--- src/inc/port_select_pkg.sv ---
package port_select_pkg;

  // Register offsets on the serial control bus
  localparam logic [7:0] ADDR_BC_ERR_COUNT = 8'h1b;
  localparam logic [7:0] ADDR_PIN_STATUS_LOW = 8'h1c;
  localparam logic [7:0] ADDR_PIN_STATUS_HIGH = 8'h1d;
  localparam logic [7:0] ADDR_PORT_SELECT = 8'h1e;
  localparam logic [7:0] ADDR_FREQ_COUNTER = 8'h1f;

  // Values after reset
  localparam logic [7:0] RESET_PORT_SELECT = 8'h01;
  localparam logic [7:0] RESET_ZERO = 8'h00;

  // Port select field positions and writable mask
  localparam int SEL_FIRST_BIT = 0;
  localparam int SEL_SECOND_BIT = 1;
  localparam int SEL_ADDR2_BIT = 2;
  localparam logic [7:0] SEL_WRITE_MASK = 8'h07;

  // Pin status layout
  localparam int PIN_COUNT = 9;
  localparam int REMOTE_PIN_COUNT = 4;

  // Saturating counter ceiling
  localparam logic [7:0] COUNT_MAX = 8'hff;

  // Bank select codes: bit 0 first port, bit 1 second port
  localparam logic [1:0] BANK_FIRST = 2'h1;
  localparam logic [1:0] BANK_SECOND = 2'h2;

  // Frequency window timing: one written unit is 40 ns, four oscillator periods
  localparam int FREQ_UNIT_NS = 40;
  localparam int CLK_PERIOD_NS = 10;
  localparam int FREQ_UNIT_CYCLES = (FREQ_UNIT_NS + CLK_PERIOD_NS - 1) / CLK_PERIOD_NS;
  localparam int TIMER_W = 10;
  localparam logic [TIMER_W-1:0] TIMER_ONE = 10'h001;

  typedef enum logic
  {
    FREQ_IDLE = 1'b0,
    FREQ_MEASURE = 1'b1
  } freq_state_type;

  // One decoded access from the serial control bus
  typedef struct packed
  {
    logic valid;
    logic write;
    logic [6:0] dev_addr;
    logic [7:0] reg_addr;
    logic [7:0] wdata;
  } reg_req_type;

  // Answer to an access
  typedef struct packed
  {
    logic ack;
    logic rd_valid;
    logic [7:0] rdata;
    logic [1:0] bank_write;
    logic read_second;
  } reg_resp_type;

endpackage

--- src/rtl/port_select_status_regs.sv ---
// Function
// - Self-test CRC errors counted, saturate at 255
// - Counter clears on self-test start or clear
// - Second-port view reads second port's count
// - Status bits report sampled pin levels
// - Status bit layout; reserved bits read zero
// - Second-port view shows remote pins 3..0
// - Address enable adds response at primary+1
// - Second-port view writes second bank
// - First view writes first bank; both read second
// - View selects ignored while address enable set
// - Second view steers pin 3..0 control remote
// - Frequency write starts window of value x 40 ns (four clocks per unit)
// - Frequency read returns last window's edge count
// - Edge count holds at 0xff
`timescale 1ns/1ps
`default_nettype none
module port_select_status_regs
  import port_select_pkg::*;
(
  input wire logic core_clk_i, // Oscillator clock, 100 MHz
  input wire logic rst_i, // Synchronous reset, active high
  input wire reg_req_type req_i, // Decoded serial bus access
  input wire logic [6:0] primary_bus_address_i, // Primary 7-bit address
  input wire logic bist_start_i, // Self-test run starts
  input wire logic bist_active_i, // Self-test mode active
  input wire logic bist_count_clear_i, // Counter clear bit written
  input wire logic crc_err_first_i, // CRC error seen, first port
  input wire logic crc_err_second_i, // CRC error seen, second port
  input wire logic [PIN_COUNT-1:0] general_pin_i, // Local pin levels
  input wire logic [REMOTE_PIN_COUNT-1:0] remote_pin_i, // Second link pins 3..0
  input wire logic pixel_clk_i, // Pixel clock, sampled
  output reg_resp_type resp_o, // Answer, one cycle after request
  output logic pin_ctrl_remote_o, // Pin 3..0 control goes remote
  output logic second_address_active_o, // Second address responding
  output logic freq_busy_o // Frequency window running
);

  logic [7:0] port_select;
  logic [7:0] next_port_select;
  logic [PIN_COUNT-1:0] pin_snap;
  logic [REMOTE_PIN_COUNT-1:0] remote_snap;
  logic pix_prev;
  logic [7:0] crc_count_first;
  logic [7:0] crc_count_second;
  logic [7:0] edge_count;
  freq_state_type freq_state;
  freq_state_type next_freq_state;
  logic [TIMER_W-1:0] timer;
  logic [TIMER_W-1:0] next_timer;
  reg_resp_type next_resp;
  logic hit_primary;
  logic hit_second;
  logic read_second;
  logic [1:0] bank_write;
  logic reg_write;
  logic freq_write;
  logic crc_clear;
  logic pix_edge;
  logic first_view;
  logic second_view;
  logic addr2_en;

  // True when the register offset belongs to this slice
  function automatic logic in_slice(input logic [7:0] addr);
    in_slice = (addr >= ADDR_BC_ERR_COUNT) && (addr <= ADDR_FREQ_COUNTER);
  endfunction

  // True for a write to the given offset
  function automatic logic wr_to(input logic wr, input logic [7:0] addr, input logic [7:0] ofs);
    wr_to = wr && (addr == ofs);
  endfunction

  // Effective view selects
  assign addr2_en = port_select[SEL_ADDR2_BIT];
  assign first_view = port_select[SEL_FIRST_BIT] && !addr2_en;
  assign second_view = port_select[SEL_SECOND_BIT] && !addr2_en;

  // Bus address decode
  assign hit_primary = req_i.valid && (req_i.dev_addr == primary_bus_address_i);
  // second address at primary plus one
  assign hit_second = req_i.valid && addr2_en && (req_i.dev_addr == (primary_bus_address_i + 7'h01));

  // Bank steering for reads and writes
  always_comb
  begin
    read_second = 1'b0;
    bank_write = 2'h0;
    if (hit_second)
    begin
      read_second = 1'b1;
      bank_write = BANK_SECOND;
    end
    else if (hit_primary)
    begin
      // first view writes, both read second
      read_second = second_view;
      bank_write = {second_view, first_view || !second_view};
    end
  end

  assign reg_write = (hit_primary || hit_second) && req_i.write;
  assign freq_write = wr_to(reg_write, req_i.reg_addr, ADDR_FREQ_COUNTER);
  assign pix_edge = pixel_clk_i && !pix_prev;
  // clear on start or clear bit
  assign crc_clear = bist_start_i || bist_count_clear_i;

  sat_counter8 u_crc_first
  (
    .core_clk_i(core_clk_i),
    .rst_i(rst_i),
    .clear_i(crc_clear),
    .inc_i(bist_active_i && crc_err_first_i),
    .count_o(crc_count_first)
  );

  sat_counter8 u_crc_second
  (
    .core_clk_i(core_clk_i),
    .rst_i(rst_i),
    .clear_i(crc_clear),
    .inc_i(bist_active_i && crc_err_second_i),
    .count_o(crc_count_second)
  );

  sat_counter8 u_edge_count
  (
    .core_clk_i(core_clk_i),
    .rst_i(rst_i),
    .clear_i(freq_write),
    .inc_i((freq_state == FREQ_MEASURE) && pix_edge),
    .count_o(edge_count)
  );

  // Port select register
  always_comb
  begin
    next_port_select = port_select;
    if (wr_to(reg_write, req_i.reg_addr, ADDR_PORT_SELECT))
      next_port_select = req_i.wdata & SEL_WRITE_MASK;
  end

  always_comb
  begin
    next_freq_state = freq_state;
    next_timer = timer;
    if (freq_write)
    begin
      next_timer = TIMER_W'(req_i.wdata * FREQ_UNIT_CYCLES);
      next_freq_state = (req_i.wdata == RESET_ZERO) ? FREQ_IDLE : FREQ_MEASURE;
    end
    else
    begin
      case (freq_state)
        FREQ_IDLE:
          next_timer = timer;
        FREQ_MEASURE:
        begin
          next_timer = timer - TIMER_ONE;
          if (timer == TIMER_ONE)
            next_freq_state = FREQ_IDLE;
        end
        default:
          next_freq_state = FREQ_IDLE;
      endcase
    end
  end

  // Read data and answer
  always_comb
  begin
    next_resp = '0;
    next_resp.ack = hit_primary || hit_second;
    next_resp.bank_write = req_i.write ? bank_write : 2'h0;
    next_resp.read_second = read_second;
    if ((hit_primary || hit_second) && !req_i.write && in_slice(req_i.reg_addr))
    begin
      next_resp.rd_valid = 1'b1;
      case (req_i.reg_addr)
        ADDR_BC_ERR_COUNT:
          next_resp.rdata = read_second ? crc_count_second : crc_count_first;
        ADDR_PIN_STATUS_LOW:
          next_resp.rdata = {pin_snap[7:5], 1'b0,
                             read_second ? remote_snap : pin_snap[3:0]};
        ADDR_PIN_STATUS_HIGH:
          next_resp.rdata = {7'h00, pin_snap[8]};
        ADDR_PORT_SELECT:
          next_resp.rdata = port_select;
        ADDR_FREQ_COUNTER:
          next_resp.rdata = edge_count;
        default:
          next_resp.rdata = RESET_ZERO;
      endcase
    end
  end

  // Register everything
  always_ff @(posedge core_clk_i)
  begin
    if (rst_i)
    begin
      port_select <= RESET_PORT_SELECT;
      pin_snap <= '0;
      remote_snap <= '0;
      pix_prev <= 1'b0;
      freq_state <= FREQ_IDLE;
      timer <= '0;
      resp_o <= '0;
      pin_ctrl_remote_o <= 1'b0;
      second_address_active_o <= 1'b0;
      freq_busy_o <= 1'b0;
    end
    else
    begin
      port_select <= next_port_select;
      pin_snap <= general_pin_i;
      remote_snap <= remote_pin_i;
      pix_prev <= pixel_clk_i;
      freq_state <= next_freq_state;
      timer <= next_timer;
      resp_o <= next_resp;
      pin_ctrl_remote_o <= next_port_select[SEL_SECOND_BIT] && !next_port_select[SEL_ADDR2_BIT];
      second_address_active_o <= next_port_select[SEL_ADDR2_BIT];
      freq_busy_o <= (next_freq_state == FREQ_MEASURE);
    end
  end
endmodule
`default_nettype wire

--- src/rtl/sat_counter8.sv ---
`timescale 1ns/1ps
`default_nettype none
module sat_counter8
  import port_select_pkg::*;
(
  input wire logic core_clk_i, // Oscillator clock
  input wire logic rst_i, // Synchronous reset
  input wire logic clear_i, // Clear to zero, wins over count
  input wire logic inc_i, // Count one event
  output logic [7:0] count_o // Current count
);

  logic [7:0] next_count;

  // Count up and stop at the ceiling
  always_comb
  begin
    next_count = count_o;
    if (clear_i)
      next_count = RESET_ZERO;
    else if (inc_i && (count_o != COUNT_MAX))
      next_count = count_o + 8'h01;
  end

  always_ff @(posedge core_clk_i)
  begin
    if (rst_i)
      count_o <= RESET_ZERO;
    else
      count_o <= next_count;
  end

endmodule
`default_nettype wire

--- config.mk ---
export PLATFORM = sky130hd
export DESIGN_NAME = port_select_status_regs
export DESIGN_NICKNAME = d
export VERILOG_FILES = /design/src/inc/port_select_pkg.sv /design/src/rtl/port_select_status_regs.sv /design/src/rtl/sat_counter8.sv
export SDC_FILE = /design/constraint.sdc
export NUM_CORES = 1
export LEC_CHECK = 0
export ABC_AREA = 1
export BUFFER_PORTS_ARGS = -buffer_cell sky130_fd_sc_hd__buf_4
export CAP_MARGIN = 40
export CORE_MARGIN = 1
export CORE_UTILIZATION = 55
export DETAILED_ROUTE_END_ITERATION = 8
export GPL_TIMING_DRIVEN = 0
export PLACE_DENSITY = 0.8
export SLEW_MARGIN = 20
export SYNTH_ARGS = -nofsm -noshare
export SYNTH_HDL_FRONTEND = slang
export SYNTH_SLANG_ARGS = --single-unit
--- constraint.sdc ---
create_clock -name core_clk_i -period 4.9 [get_ports core_clk_i]
set_clock_uncertainty 0.05 [all_clocks]
set_input_delay 0.735 -clock core_clk_i [delete_from_list [all_inputs] [get_ports core_clk_i]]
set_output_delay 0.735 -clock core_clk_i [all_outputs]
set_load 0.005 [all_outputs]
Word level (Yosys, flattened, before mapping)
Cells that the tools add are included.
{ "op_classes": {"magnitude_cmp": 2, "n_addsub": 5, "reduce_logical": 33, "eq_ne": 12, "bitwise": 4, "mux": 15} }
{ "op_table": {"columns": ["op", "n"], "rows": [
  ["equality test 8 x 5 -> 1 bit, second input constant", 5],
  ["case mux 8 bit (5 select lines)", 1],
  ["adder 8 x 1 -> 8 bit, second input constant", 3],
  ["!= test 8 bit, second input constant", 3],
  ["2-to-1 mux 10 bit", 2],
  ["logical AND 1 bit", 19],
  ["equality test 7 bit", 2],
  ["equality test 10 x 1 -> 1 bit, second input constant", 1],
  ["subtractor 10 x 1 -> 10 bit, second input constant", 1],
  ["2-to-1 mux 9 bit", 1],
  [">= comparator 8 x 5 -> 1 bit, second input constant", 1],
  ["<= comparator 8 x 5 -> 1 bit, second input constant", 1],
  ["zero test 8 bit", 1],
  ["2-to-1 mux 8 bit", 1],
  ["OR reduction 2 bit", 4],
  ["adder 7 x 1 -> 7 bit, second input constant", 1],
  ["2-to-1 mux 1 bit", 6],
  ["zero test 1 bit", 5],
  ["2-to-1 mux 2 bit", 2],
  ["2-to-1 mux 4 bit", 1],
  ["inverter 1 bit", 4],
  ["OR reduction 4 bit", 1],
  ["logical OR 1 bit", 3],
  ["2-to-1 mux 3 bit", 1],
  ["!= test 2 bit, second input constant", 1]
]} }
{ "word_totals": {"output_inout_bits": 16, "word_cells": 90, "inputBits": 53, "ff_bits": 67} }

Depth between registers and ports, before layout
Gate-level depths: netlist of run 1.
{ "depth": {"depth_word": 9, "depth_mapped": 16} }

Cells and area by module
A second synthesis of run 1 with hierarchy kept.
{ "unflattened": {"cells_unflattened": 599, "area_unflattened_um2": 3871.2} }
{ "by_module_without_submodules": {"columns": ["module", "cells_per_inst", "area_each_um2", "instances"], "rows": [
  ["port_select_status_regs", 380, 2489.9, 1],
  ["sat_counter8", 73, 460.4, 3]
]} }

Worst setup path after synthesis of run 1
Ideal clock, no wire load.
{ "synth_timing": {"path_kind": "in2reg", "start": "input port primary_bus_address_i[0]", "end": "register freq_state", "t_arrival_ps": 2042, "path_slack_ps": 2682, "cell_stages": 13, "required_ps": 4724, "setup_time_ps": 126, "path_cell_list": "ha_1 -> inv_1 -> nand2_1 -> nand3b_1 -> nor2_1 -> nand2_1 -> nor2_4 -> nand2_4 -> nand2_8 -> nand3_4 -> buf_6 -> o21ai_0 -> a21oi_1"} }
{ "synth_between": {"elab_chain_len": 7} }
{ "synth_lines": {"columns": ["element", "line", "rtl"], "rows": [
  ["start, declared", "port_select_status_regs.sv:24", "input wire logic [6:0] primary_bus_address_i,"],
  ["adder 7 x 1 -> 7 bit", "port_select_status_regs.sv:82", "assign hit_second = req_i.valid && addr2_en && (req_i.dev_addr == (primary_bus_address_i + 7'h01));"],
  ["equality test 7 bit", "port_select_status_regs.sv:82", null],
  ["logical AND 1 bit", "port_select_status_regs.sv:82", null],
  ["logical OR 1 bit (*)", "port_select_status_regs.sv:102", "assign reg_write = (hit_primary || hit_second) && req_i.write;"],
  ["logical AND 1 bit (*)", "port_select_status_regs.sv:102", null],
  ["logical AND 1 bit (*)", "port_select_status_regs.sv:71", "wr_to = wr && (addr == ofs);"],
  ["2-to-1 mux 1 bit (*)", "port_select_status_regs.sv:147", "if (freq_write)"],
  ["end signal, assigned", "port_select_status_regs.sv:219", "freq_state <= next_freq_state;"],
  ["end, declared", "port_select_status_regs.sv:47", "freq_state_type freq_state;"]
]} }
Mark *: on every way between the ends. The rest lies on a longest branch, timed or not.
A chain may end at the register's enable or synchronous reset.

Final worst setup path of run 1
{ "layout_timing": {"start": "input port primary_bus_address_i[0]", "end": "register timer[3]"} }
{ "layout_between": {"elab_chain_len": 7} }
{ "layout_lines": {"columns": ["element", "line", "rtl"], "rows": [
  ["adder 7 x 1 -> 7 bit", "port_select_status_regs.sv:82", null],
  ["equality test 7 bit", "port_select_status_regs.sv:82", null],
  ["logical AND 1 bit", "port_select_status_regs.sv:82", null],
  ["logical OR 1 bit (*)", "port_select_status_regs.sv:102", null],
  ["logical AND 1 bit (*)", "port_select_status_regs.sv:102", null],
  ["logical AND 1 bit (*)", "port_select_status_regs.sv:71", null],
  ["!= test 2 bit (no line) or 2-to-1 mux 10 bit (tied branches)", null, null],
  ["end signal, assigned", "port_select_status_regs.sv:220", "timer <= next_timer;"],
  ["end, declared", "port_select_status_regs.sv:49", "logic [TIMER_W-1:0] timer;"]
]} }
Marks and branches as above.

==> metrics, run 1 <==
maxcap violations=0; startpoint class of the critical path=input pin; CTS HTree Levels=3; clock net sink count=65; Distinct cells, synth=44; DR iter-0 viols=226; pin count of the biggest net entering global routing=14; vias per std cell=around 5.2; Synth Area in Compound Gates=between 10 and 15%; post-CTS sizing=0; cell taking the most area after synthesis=dfxtp_1; Layout Area Growth over Synthesis=23.1%; DR pass1 iterations=5; Hold WC Path Type=flip-flop to flip-flop; CP Max Fanout=10; Peak Freq=0.450 GHz; post-synthesis simple-gate area fraction=approximately a third; adder-cell share of the synthesized area=2.17%; CTS Buffer Depth=2; Post-synth top flop=dfxtp_1; Mapped Area=~3500 um2; critical path type=input pin to flip-flop; XOR/XNOR share of the synthesized area=3.80%; Seq/Total Area, Yosys=between 30% and 40%; Synth Area per Inst=approximately 6.9 um2; Worst Max-Slew Pin Slew=0.605 ns; number of synthesized flops with an enable pin=0; fin crit period=~2.2 ns; fraction of layout cells with a size suffix above 1=17.8%; Filler Cell Count=just over 500; Final Hold Violating Endpoints=0; top-area cell type share of the netlist area=37.6%; Post-Synthesis Cells=~500; Post-DP HPWL=6420 um; Post-Route WL=8260 um; post-CTS setup buffer count=0; pwr dens=between 200 and 300 nW/um2; WP data required=5.09 ns; max-slew violations=0; Root Driver=clkbuf_8; core area=5990 um2; CP arrival=between 2 and 2.5 ns; Tcrit/Tclk final=45.4%; first-pass GRT wire length=between 10000 and 15000 um; gpl congestion=just over 0.8; syn_nets=roughly 560; Die Wd=roughly 81 um; post-synthesis mux area share=0%; initial core utilization=57.7%; antenna-violating nets left=0; CTS tree=done; Peak supply drop=224 uV; WL/cell=roughly 13 um; Residual DRC=0; Rows=28; worst-skew pair later-pin latency=roughly 0.35 ns; leakage=2.04 nW; initial antenna violation count=0; io pins=69; total CTS buffers=9; via count=about 3400; R2R setup slack=2.99 ns; Setup Viol. Count Final=0; CTS clk-pin slew, worst paths=0.08 ns; gr ovfl total=0; Die Y=about 80 um; Finished Core Util=71.1%; main combinational cell family by area after synthesis=simple AND/OR/NAND/NOR gates; main area contributors after synthesis=dfxtp_1 38%, nand2_1 11%, inv_1 9.2%; setup TNS=0 ns; vias in the first global route=between 3000 and 4000; RSZ-0062 raised after global routing=false; cts hold-fix bufs=0; Max transition margin=59.4%; number of synthesized register bits=65; die area=6610 um2; crit end category=flip-flop; asr flop ratio synth=0%; GRT Util Overall=roughly 28%; PortBufs=67; status=finished clean; # diodes=0; final net count=639; YS warnings=0
[layout make-up]
class | count | area (um2) | share of cell area (%)
Sequential cell | 65 | 1300 | 30.6
Clock inverter | 7 | 78.8 | 1.85
Inverter | 87 | 327 | 7.67
Timing Repair Buffer | 67 | 503 | 11.8
Clock buffer | 9 | 124 | 2.91
Tap cell | 75 | 93.8 | 2.20
Multi-Input combinational cell | 340 | 1780 | 41.8
Buffer | 10 | 52.6 | 1.23
[layer usage]
layer / track usage [%] / part of all wire, % / vias to the layer above / wire [um]
met4: 10.5 / 2.0 / 0 / 162
li1: - / - / 1757 / -
met1: 32.8 / 45 / 1549 / 3680
met3: 6.18 / 4.6 / 19 / 379
met2: 47.8 / 49 / 90 / 4040
met5: 0 / 0 / - / 0
[metrics by stage]
| step | hold slack, ns | instance area (um2) | total power (W) | setup slack, ns | std cells |
|---|---|---|---|---|---|
| 2_1_floorplan | 0.379 | 3460 | 0.000590 | 2.68 | 502 |
| 3_3_place_gp | 0.396 | 4060 | 0.000636 | 2.34 | 644 |
| 3_5_place_dp | 0.398 | 4060 | 0.000639 | 2.33 | 644 |
| 4_1_cts | 0.417 | 4260 | 0.00110 | 2.69 | 660 |
| 5_1_grt | 0.458 | 4260 | 0.00114 | 2.47 | 660 |
| 6_report | 0.420 | 4260 | 0.00110 | 2.68 | 660 |
[critical path, cell delays in order]
cell and delay (ns):
buf_4 0.13, ha_1 0.29, inv_1 0.04, nand2_1 0.05
nand3b_1 0.07, nor2_1 0.11, nand2_1 0.09, nor2_4 0.10
nand2_4 0.12, nand2_8 0.13, nand3_4 0.12, buf_6 0.16
o21ai_0 0.19, a21oi_1 0.06
[sequential cells by signal (all words and copies together) (netlist names)]
name,count
resp_o,13
timer,10
pin_snap,8
u_crc_first.count_o,8
u_crc_second.count_o,8
u_edge_count.count_o,8
remote_snap,4
port_select,2
freq_state,1
pin_ctrl_remote_o,1
pix_prev,1
second_address_active_o,1
[path summary, 6_finish.rpt]
check	from	cells past startpoint	endpoint
setup / recovery	primary_bus_address_i[0]	14	timer[3]
hold / removal	port_select[0]	2	port_select[0]
setup reg to reg	second_address_active_o	11	timer[3]
hold reg to reg	port_select[0]	2	port_select[0]
[where the power goes]
group / internal, W / switching, W / leakage (nW)
clock network: 0.000239 / 0.000230 / 0.0925
registers: 0.000534 / 0.00000213 / 0.527
logic: 0.0000437 / 0.0000472 / 1.42
total: 0.000817 / 0.000280 / 2.04
[cell families (layout without fill, tap and decap cells)]
logic type,count (synthesis),after routing
adders and majority gates,6,6
DFF,65,65
and+or+nand+nor,256,256
buffers and inverters,97,180
xor gates and xnor gates,15,15
AOI/OAI and AO/OA,63,63
[layout by cell type, fill, tap and decap left out, types with 5 or more instances in the layout]
cell type	instances
xor2_1	11
ha_1	6
buf_4	68
o21ai_0	10
nand3_1	40
clkbuf_8	9
inv_1	85
dfxtp_1	65
nand2_1	105
nand3b_1	7
nor3_1	7
nor2_1	66
o21a_1	5
nand4_1	10
a21oi_1	27
[cells in the mapped netlist, types with 2 or more instances]
cell      number
xor2_1        11
nor3b_1        2
nand4_1       10
nor3_1         7
nor2_1        66
a21oi_1       27
o21ai_0       10
nor3_2         2
nand3_1       40
nand2_2        2
buf_2          3
clkbuf_1       3
a22o_1         4
ha_1           6
inv_1         85
a211oi_1       3
or2_2          2
nand3_2        2
nand3b_1       7
o21ai_1        2
o21a_1         5
nor4_1         2
nand2_1      105
o21bai_1       4
o211ai_1       4
xnor2_1        4
dfxtp_1       65
nand2_4        2
buf_1          2
(Power assumes the default switching activity.)
==> run 2, diff against run 1 <==
Settings changed: ABC_AREA 1 to 0, CORE_UTILIZATION 55 to 49, PLACE_DENSITY 0.8 to 0.76.
Clock period 4.9 ns to 2 ns, I/O delays scaled along.
==> run 2 against run 1 <==
Effect of this change: the flow now finishes with violations (design-rule violations, negative setup slack); worst setup slack worse by 2.8 ns; critical path type unchanged; sequential share of layout area is 1.5 points lower; highest routed layer unchanged; wire length grew 5.5%; power increased to 2.5 times the previous value; clock-buffer cell count unchanged; synthesized area down 4.3%; flip-flop and latch count unchanged.
==> metrics, run 2 <==
total CTS buffers=9 (unchanged); most common cell in the netlist=dfxtp_1; vias per std cell=5.77 (+12%); vias in the first global route=3025 (-4.2%); Hold Crit Depth=2 (unchanged); number of synthesized flops with an enable pin=0 (unchanged); setup TNS=-1.93 ns (-1.93 ns); number of flip-flops under the largest register name=13 (unchanged); Root Driver=clkbuf_8; Final Hold Violating Endpoints=0 (unchanged); most common cell after layout, fill and taps aside=buf_4; crit path from=req_i[21]; clock net sink count=65 (unchanged); pin count of the biggest net entering global routing=12 (-2); antenna-violating nets left=0 (unchanged); r2r endpoint=timer[9]; Peak supply drop=370 uV (+65%); CP Max Fanout=10 (unchanged); fin crit period=2.13 ns; WP data required=2.21 ns (-2.88 ns); worst-skew pair later-pin latency=0.35 ns (about the same); commonest cells after routing, fill and taps aside=70 x buf_4, 64 x dfxtp_1, 38 x nor2_1, 27 x nand2_1, 19 x xnor2_1; WP buf/inv=2 (-1); Finished Cell Area=4490 um2 (+5.3%); status=complete, but fails checks; die area=7090 um2 (+7.2%); placed cell count=523 (-19%); GRT Util Overall=25.3% (-2.2 points); top-area cell type share of the netlist area=39.3% (+1.7 points); first-pass GRT wire length=14300 um (+3.7%); R2R setup slack=-0.05 ns (-3.04 ns); Multi-input gate area=2140 um2 (+21%); CP peak stage delay=0.43 ns (+0.14 ns); asr flop ratio synth=0% (unchanged); max-slew violations=0 (unchanged); crit end category=flip-flop; cell with the largest stage delay on the worst path=a2111o_1; PortBufs=64 (-4.5%); syn_nets=441 (-21%); main area contributors after synthesis=dfxtp_1 39%, xnor2_1 5.8%, nor2_1 4.4%; io pins=69 (unchanged); fraction of layout cells with a size suffix above 1=29.5% (+12 points); Filler Cell Count=524 (+3.6%); Crit Reg-Reg Startpoint=second_address_active_o; critical path type=input pin to flip-flop; DR pass1 iterations=6 (+1); Post-Route WL=8710 um (+5.5%); Worst Hold Launch=general_pin_i[2]; most used cell, CP=buf_8; startpoint class of the critical path=input pin; Reg2Reg Depth=6 (-5); CTS tree=done; FF+latch area=1300 um2 (about the same); Hold WC Path Type=input pin to flip-flop; hold_ws=0.108 ns (-0.312 ns); crit path cell chain=buf_8 -> xnor2_4 -> or3_1 -> a2111o_1 -> or3_4 -> buf_8 -> a21o_4 -> a211oi_2; initial antenna violation count=0 (unchanged); Mapped Area=3310 um2 (-4.3%); Seq/Total Area, Yosys=39.3% (+1.7 points); Worst Max-Slew Pin Slew=0.620 ns (+0.0147 ns); pwr dens=620 nW/um2 (+140%); largest reg by FF count=resp_o; maxcap violations=0 (unchanged); list of most frequent post-synthesis cells=65 x dfxtp_1, 39 x nor2_1, 27 x nand2_1; Tcrit/Tclk final=107%; initial core utilization=51.5% (-6.2 points); Die Y=84.2 um (+3.5%); # diodes=0 (unchanged); area post-placement=3930 um2 (-3.0%); Layout Area Growth over Synthesis=35.5%; gpl congestion=0.864 (+4.9%); failing checks=design-rule violations, negative setup slack; gr ovfl total=0 (unchanged); Max transition margin=58.7% (-0.76 points); cell taking the most area after synthesis=dfxtp_1; WHS Endpoint=pin_snap[2]; CP arrival=2.35 ns (-0.06 ns); Peak Freq=between 0.4 and 0.5 GHz; CTS Buffer Depth=2 (unchanged); CTS clk-pin slew, worst paths=0.07 ns (about the same); RSZ-0062 raised after global routing=true; cell family with most CP delay=compound AO/OA/AOI/OAI gates; Post-DP HPWL=6240 um (-2.8%); Setup Viol. Count Final=24 (+24); worst setup margin=-0.135 ns (-2.81 ns); Die Wd=84.2 um (+3.5%); DR iter-0 viols=218 (-3.5%); CTS HTree Levels=3 (unchanged); YS warnings=0 (unchanged); critical path depth=8 (-6); fin cells=552 (-16%); final net count=530 (-17%); via count=3186 (-6.7%); WL/cell=15.8 um (+26%); Post-synth top flop=dfxtp_1; Residual DRC=2 (+2); core area=6420 um2 (+7.2%); number of synthesized register bits=65 (unchanged); Post-Synthesis Cells=382 (-24%); biggest regs=resp_o: 13 flops, timer: 10 flops; Power, Total=0.00278 W (+150%); Distinct cells, synth=50 (+14%); leakage=1.62 nW (-21%); Rows=29 (+3.6%); Synth Area per Inst=8.66 um2 (+26%)
## run 2: cell type report
cell class              count  area share [%]
clock inverters             6            1.87
multi-input cells         293            47.8
repair buffers             78            13.7
inverters                   5           0.418
plain buffers              19            2.32
flip-flops and latches     65            29.0
well taps                  77            2.15
clock buffers               9            2.76
## run 2: cells by family after synthesis
family	synth area share (%)
buffers and inverters	2.99
AND/OR/NAND/NOR	27.4
multiplexers	4.23
adder cells (fa/ha/maj)	2.27
AO/OA/AOI/OAI	13.7
XOR/XNOR	10.1
flip-flops	39.3
## run 2: worst max path at each step
stage | slack, ns | end
after floorplan | -0.22 | timer[7]
after global placement | -0.64 | resp_o[5]
after detailed placement | -0.67 | resp_o[5]
after CTS | -0.18 | timer[8]
after global routing | -0.19 | timer[5]
final | -0.13 | timer[9]
## run 2: metal layers
| metal | wire (um) | track usage, % | vias up |
|---|---|---|---|
| li1 | - | - | 1561 |
| met1 | 3890 | 32.4 | 1501 |
| met2 | 4200 | 42.7 | 109 |
| met3 | 442 | 6.19 | 15 |
| met4 | 181 | 6.90 | 0 |
| met5 | 0 | 0 | - |
## run 2: metrics by stage
| step | setup WS, ns | util (%) |
|---|---|---|
| final | -0.135 | 69.8 |
| after global routing | -0.193 | 69.8 |
| after CTS | -0.182 | 67.5 |
| after detailed placement | -0.669 | 61.2 |
| after global placement | -0.642 | 61.2 |
| after floorplan | -0.224 | - |
## run 2: power by group
group / switching, W / internal [W] / total (W)
Sequential: 0.00000512 / 0.00131 / 0.00131
Combinational: 0.000128 / 0.000135 / 0.000264
Clock: 0.000515 / 0.000690 / 0.00121
Total: 0.000649 / 0.00213 / 0.00278
## run 2: repair_timing
action | in CTS | in global routing
hold buffers | 0 | 0
setup endpoints to repair | 30 | 35
buffers inserted | 10 | 5
pin swaps | 9 | 6
gates resized for setup | 27 | 33
==> run 3, diff against run 2 <==
==> constraint.sdc (replaced) <==
create_clock -name core_clk_i -period 2 [get_ports core_clk_i]
set_clock_uncertainty 0.05 [all_clocks]
set_input_delay 0.1 -clock core_clk_i [delete_from_list [all_inputs] [get_ports core_clk_i]]
set_output_delay 0.1 -clock core_clk_i [all_outputs]
set_load 0.005 [all_outputs]
==> run 3 against run 2 <==
Effect of this change: the run still ends with design-rule violations, negative setup slack left; wire length grew 5.8%; die area did not move; global-route usage up 0.32 points; first-iteration DRC count up 17%; register-to-register slack better by 0.04 ns; cell area increased by 2.5%; combinational power grew 5%; via count up 4.7%; critical path type is now flip-flop to flip-flop; largest cell class unchanged; highest routed layer unchanged.
==> metrics, run 3 (synthesis gave the netlist of run 2 again) <==
via count=3336 (+4.7%); worst setup margin=-0.00611 ns (+0.129 ns); Peak supply drop=410 uV (+11%); gr ovfl total=0 (unchanged); first-pass GRT wire length=14300 um (+0.39%); Root Driver=clkbuf_8; Final Hold Violating Endpoints=0 (unchanged); Setup Viol. Count Final=1 (-96%); initial core utilization=51.5% (unchanged); Tcrit/Tclk final=100% (-6.4 points); Finished Core Util=71.6% (+1.8 points); CTS clk-pin slew, worst paths=0.07 ns (about the same); share of power burned in registers=43.7% (-3.5 points); clock net sink count=65 (unchanged); leakage=1.67 nW (+3.3%); pwr dens=654 nW/um2 (+5.5%); DR iter-0 viols=256 (+17%); CP peak stage delay=0.39 ns (-0.04 ns); status=complete, but fails checks; fin crit period=2.01 ns (-0.129 ns); initial antenna violation count=0 (unchanged); most common cell after layout, fill and taps aside=buf_4; GRT Util Overall=25.6% (+0.32 points); failing checks=design-rule violations, negative setup slack; Residual DRC=11 (+9); CTS HTree Levels=3 (unchanged); maxcap violations=0 (unchanged); area post-placement=3930 um2 (-0.19%); Max transition margin=55.6% (-3.1 points); worst-skew pair later-pin latency=0.36 ns (about the same); vias in the first global route=3064 (+1.3%); Int Power=0.00235 W (+10%); Hold WC Path Type=input pin to flip-flop; cell with the largest stage delay on the worst path=dfxtp_4; Worst Max-Slew Pin Slew=0.660 ns (+0.0408 ns); total CTS buffers=9 (unchanged); vias per std cell=5.88 (+1.9%); number of flip-flops under the largest register name=13 (unchanged); Switch Pwr=0.000659 W (+1.5%); CP Max Fanout=10 (unchanged); final net count=544 (+2.6%); hold_ws=0.00950 ns (-0.0988 ns); commonest cells after routing, fill and taps aside=71 x buf_4, 64 x dfxtp_1, 39 x nor2_1, 27 x nand2_1, 20 x xnor2_1; Layout Area Growth over Synthesis=39.0%; Post-DP HPWL=6340 um (+1.6%); crit path cell chain=nand3_2 -> a2111o_1 -> or3_4 -> buf_12 -> buf_4 -> a211oi_2 -> a211oi_2; Rows=29 (unchanged); pin count of the biggest net entering global routing=12 (unchanged); RSZ-0062 raised after global routing=true; max-slew violations=0 (unchanged); CP arrival=2.18 ns (-0.17 ns); Finished Cell Area=4600 um2 (+2.5%); DR pass1 iterations=7 (+1); clock share of power=47.1% (+3.8 points); Peak Freq=0.498 GHz (+6.4%); Comb pwr share=9.3% (-0.2 points); most used cell, CP=a211oi_2; Die Wd=84.2 um (unchanged); biggest regs=resp_o: 13 flops, timer: 10 flops; gpl congestion=0.829 (-4.0%); io pins=69 (unchanged); startpoint class of the critical path=flip-flop; crit end category=flip-flop; die area=7090 um2 (unchanged); CTS tree=done; fraction of layout cells with a size suffix above 1=25.9% (-3.6 points); largest reg by FF count=resp_o; Die Y=84.2 um (unchanged); core area=6420 um2 (unchanged); PortBufs=64 (unchanged); CTS Buffer Depth=2 (unchanged); WP data required=2.18 ns (-0.03 ns); Filler Cell Count=492 (-6.1%); antenna-violating nets left=0 (unchanged); Post-Route WL=9220 um (+5.8%); # diodes=0 (unchanged); Sw Ratio=21.9% (-1.4 points); critical path type=flip-flop to flip-flop; WL/cell=16.3 um (+3.0%)
[run 3: cell count changes in the layout (fill, tap and decap cells not counted), sizes merged]
cell | previous run | this run
dlygate4sd3 | 0 | 15
clkinv | 4 | 1
clkbuf | 25 | 27
bufinv | 2 | 3
[run 3: power groups by stage]
stage	logic (W)	registers, W	clock network [W]
finish	0.000278	0.00131	0.00142
detailed placement	0.000230	0.00134	0
global placement	0.000224	0.00134	0
CTS	0.000259	0.00131	0.00142
floorplan	0.000112	0.00134	0
global route	0.000302	0.00132	0.00147
[run 3: through the flow]
stage	worst slack [ns]	power, W	TNS [ns]	cells
global route	-0.0226	0.00309	-0.0852	567
global placement	-0.394	0.00157	-9.35	523
finish	-0.00611	0.00301	-0.00611	567
detailed placement	-0.434	0.00157	-10.70	523
CTS	-0.0133	0.00299	-0.0233	555
floorplan	-0.0239	0.00145	-0.192	382
[run 3: final timing paths]
kind / startpoint / cells past startpoint / to / slack [ns]
worst max-delay path: second_address_active_o / 7 / timer[3] / -0.006
worst min-delay path: req_i[23] / 2 / resp_o[2] / 0.01
worst max register to register: second_address_active_o / 7 / timer[3] / -0.006
worst min register to register: pin_snap[2] / 2 / resp_o[5] / 0.45
[run 3: per-layer routing]
layer  vias to the layer above  routed length [um]  track usage, %
met3                        34                 634            4.33
met2                       147                4280            42.4
met4                         0                 367            13.6
met5                         -                   0               0
met1                      1563                3940            32.1
li1                       1592                   -               -
[run 3: cell type report]
type                    count  area [um2]  share of cell area, %
multi-input cells         293        2070                   45.0
flip-flops and latches     65        1310                   28.4
clock buffers              12         155                   3.37
plain buffers              18        88.8                   1.93
clock inverters             4        98.8                   2.15
inverters                   5        18.8                  0.408
repair buffers             93         768                   16.7
well taps                  77        96.3                   2.09
[run 3: critical path, delay by kind of cell (launching register included)]
family	cells	cell delay, ns
AO/OA/AOI/OAI	3	0.67
AND/OR/NAND/NOR	2	0.46
flip-flops	1	0.39
buffers and inverters	2	0.31
[run 3: timing repair]
action / 4_1_cts / 5_1_grt
hold endpoints to repair: 15 / 0
buffers inserted: 1 / 12
cloned: 0 / 0
resized for setup: 8 / 26
endpoints found under the setup margin: 32 / 27
pin swaps: 1 / 10
hold buffers: 15 / 0
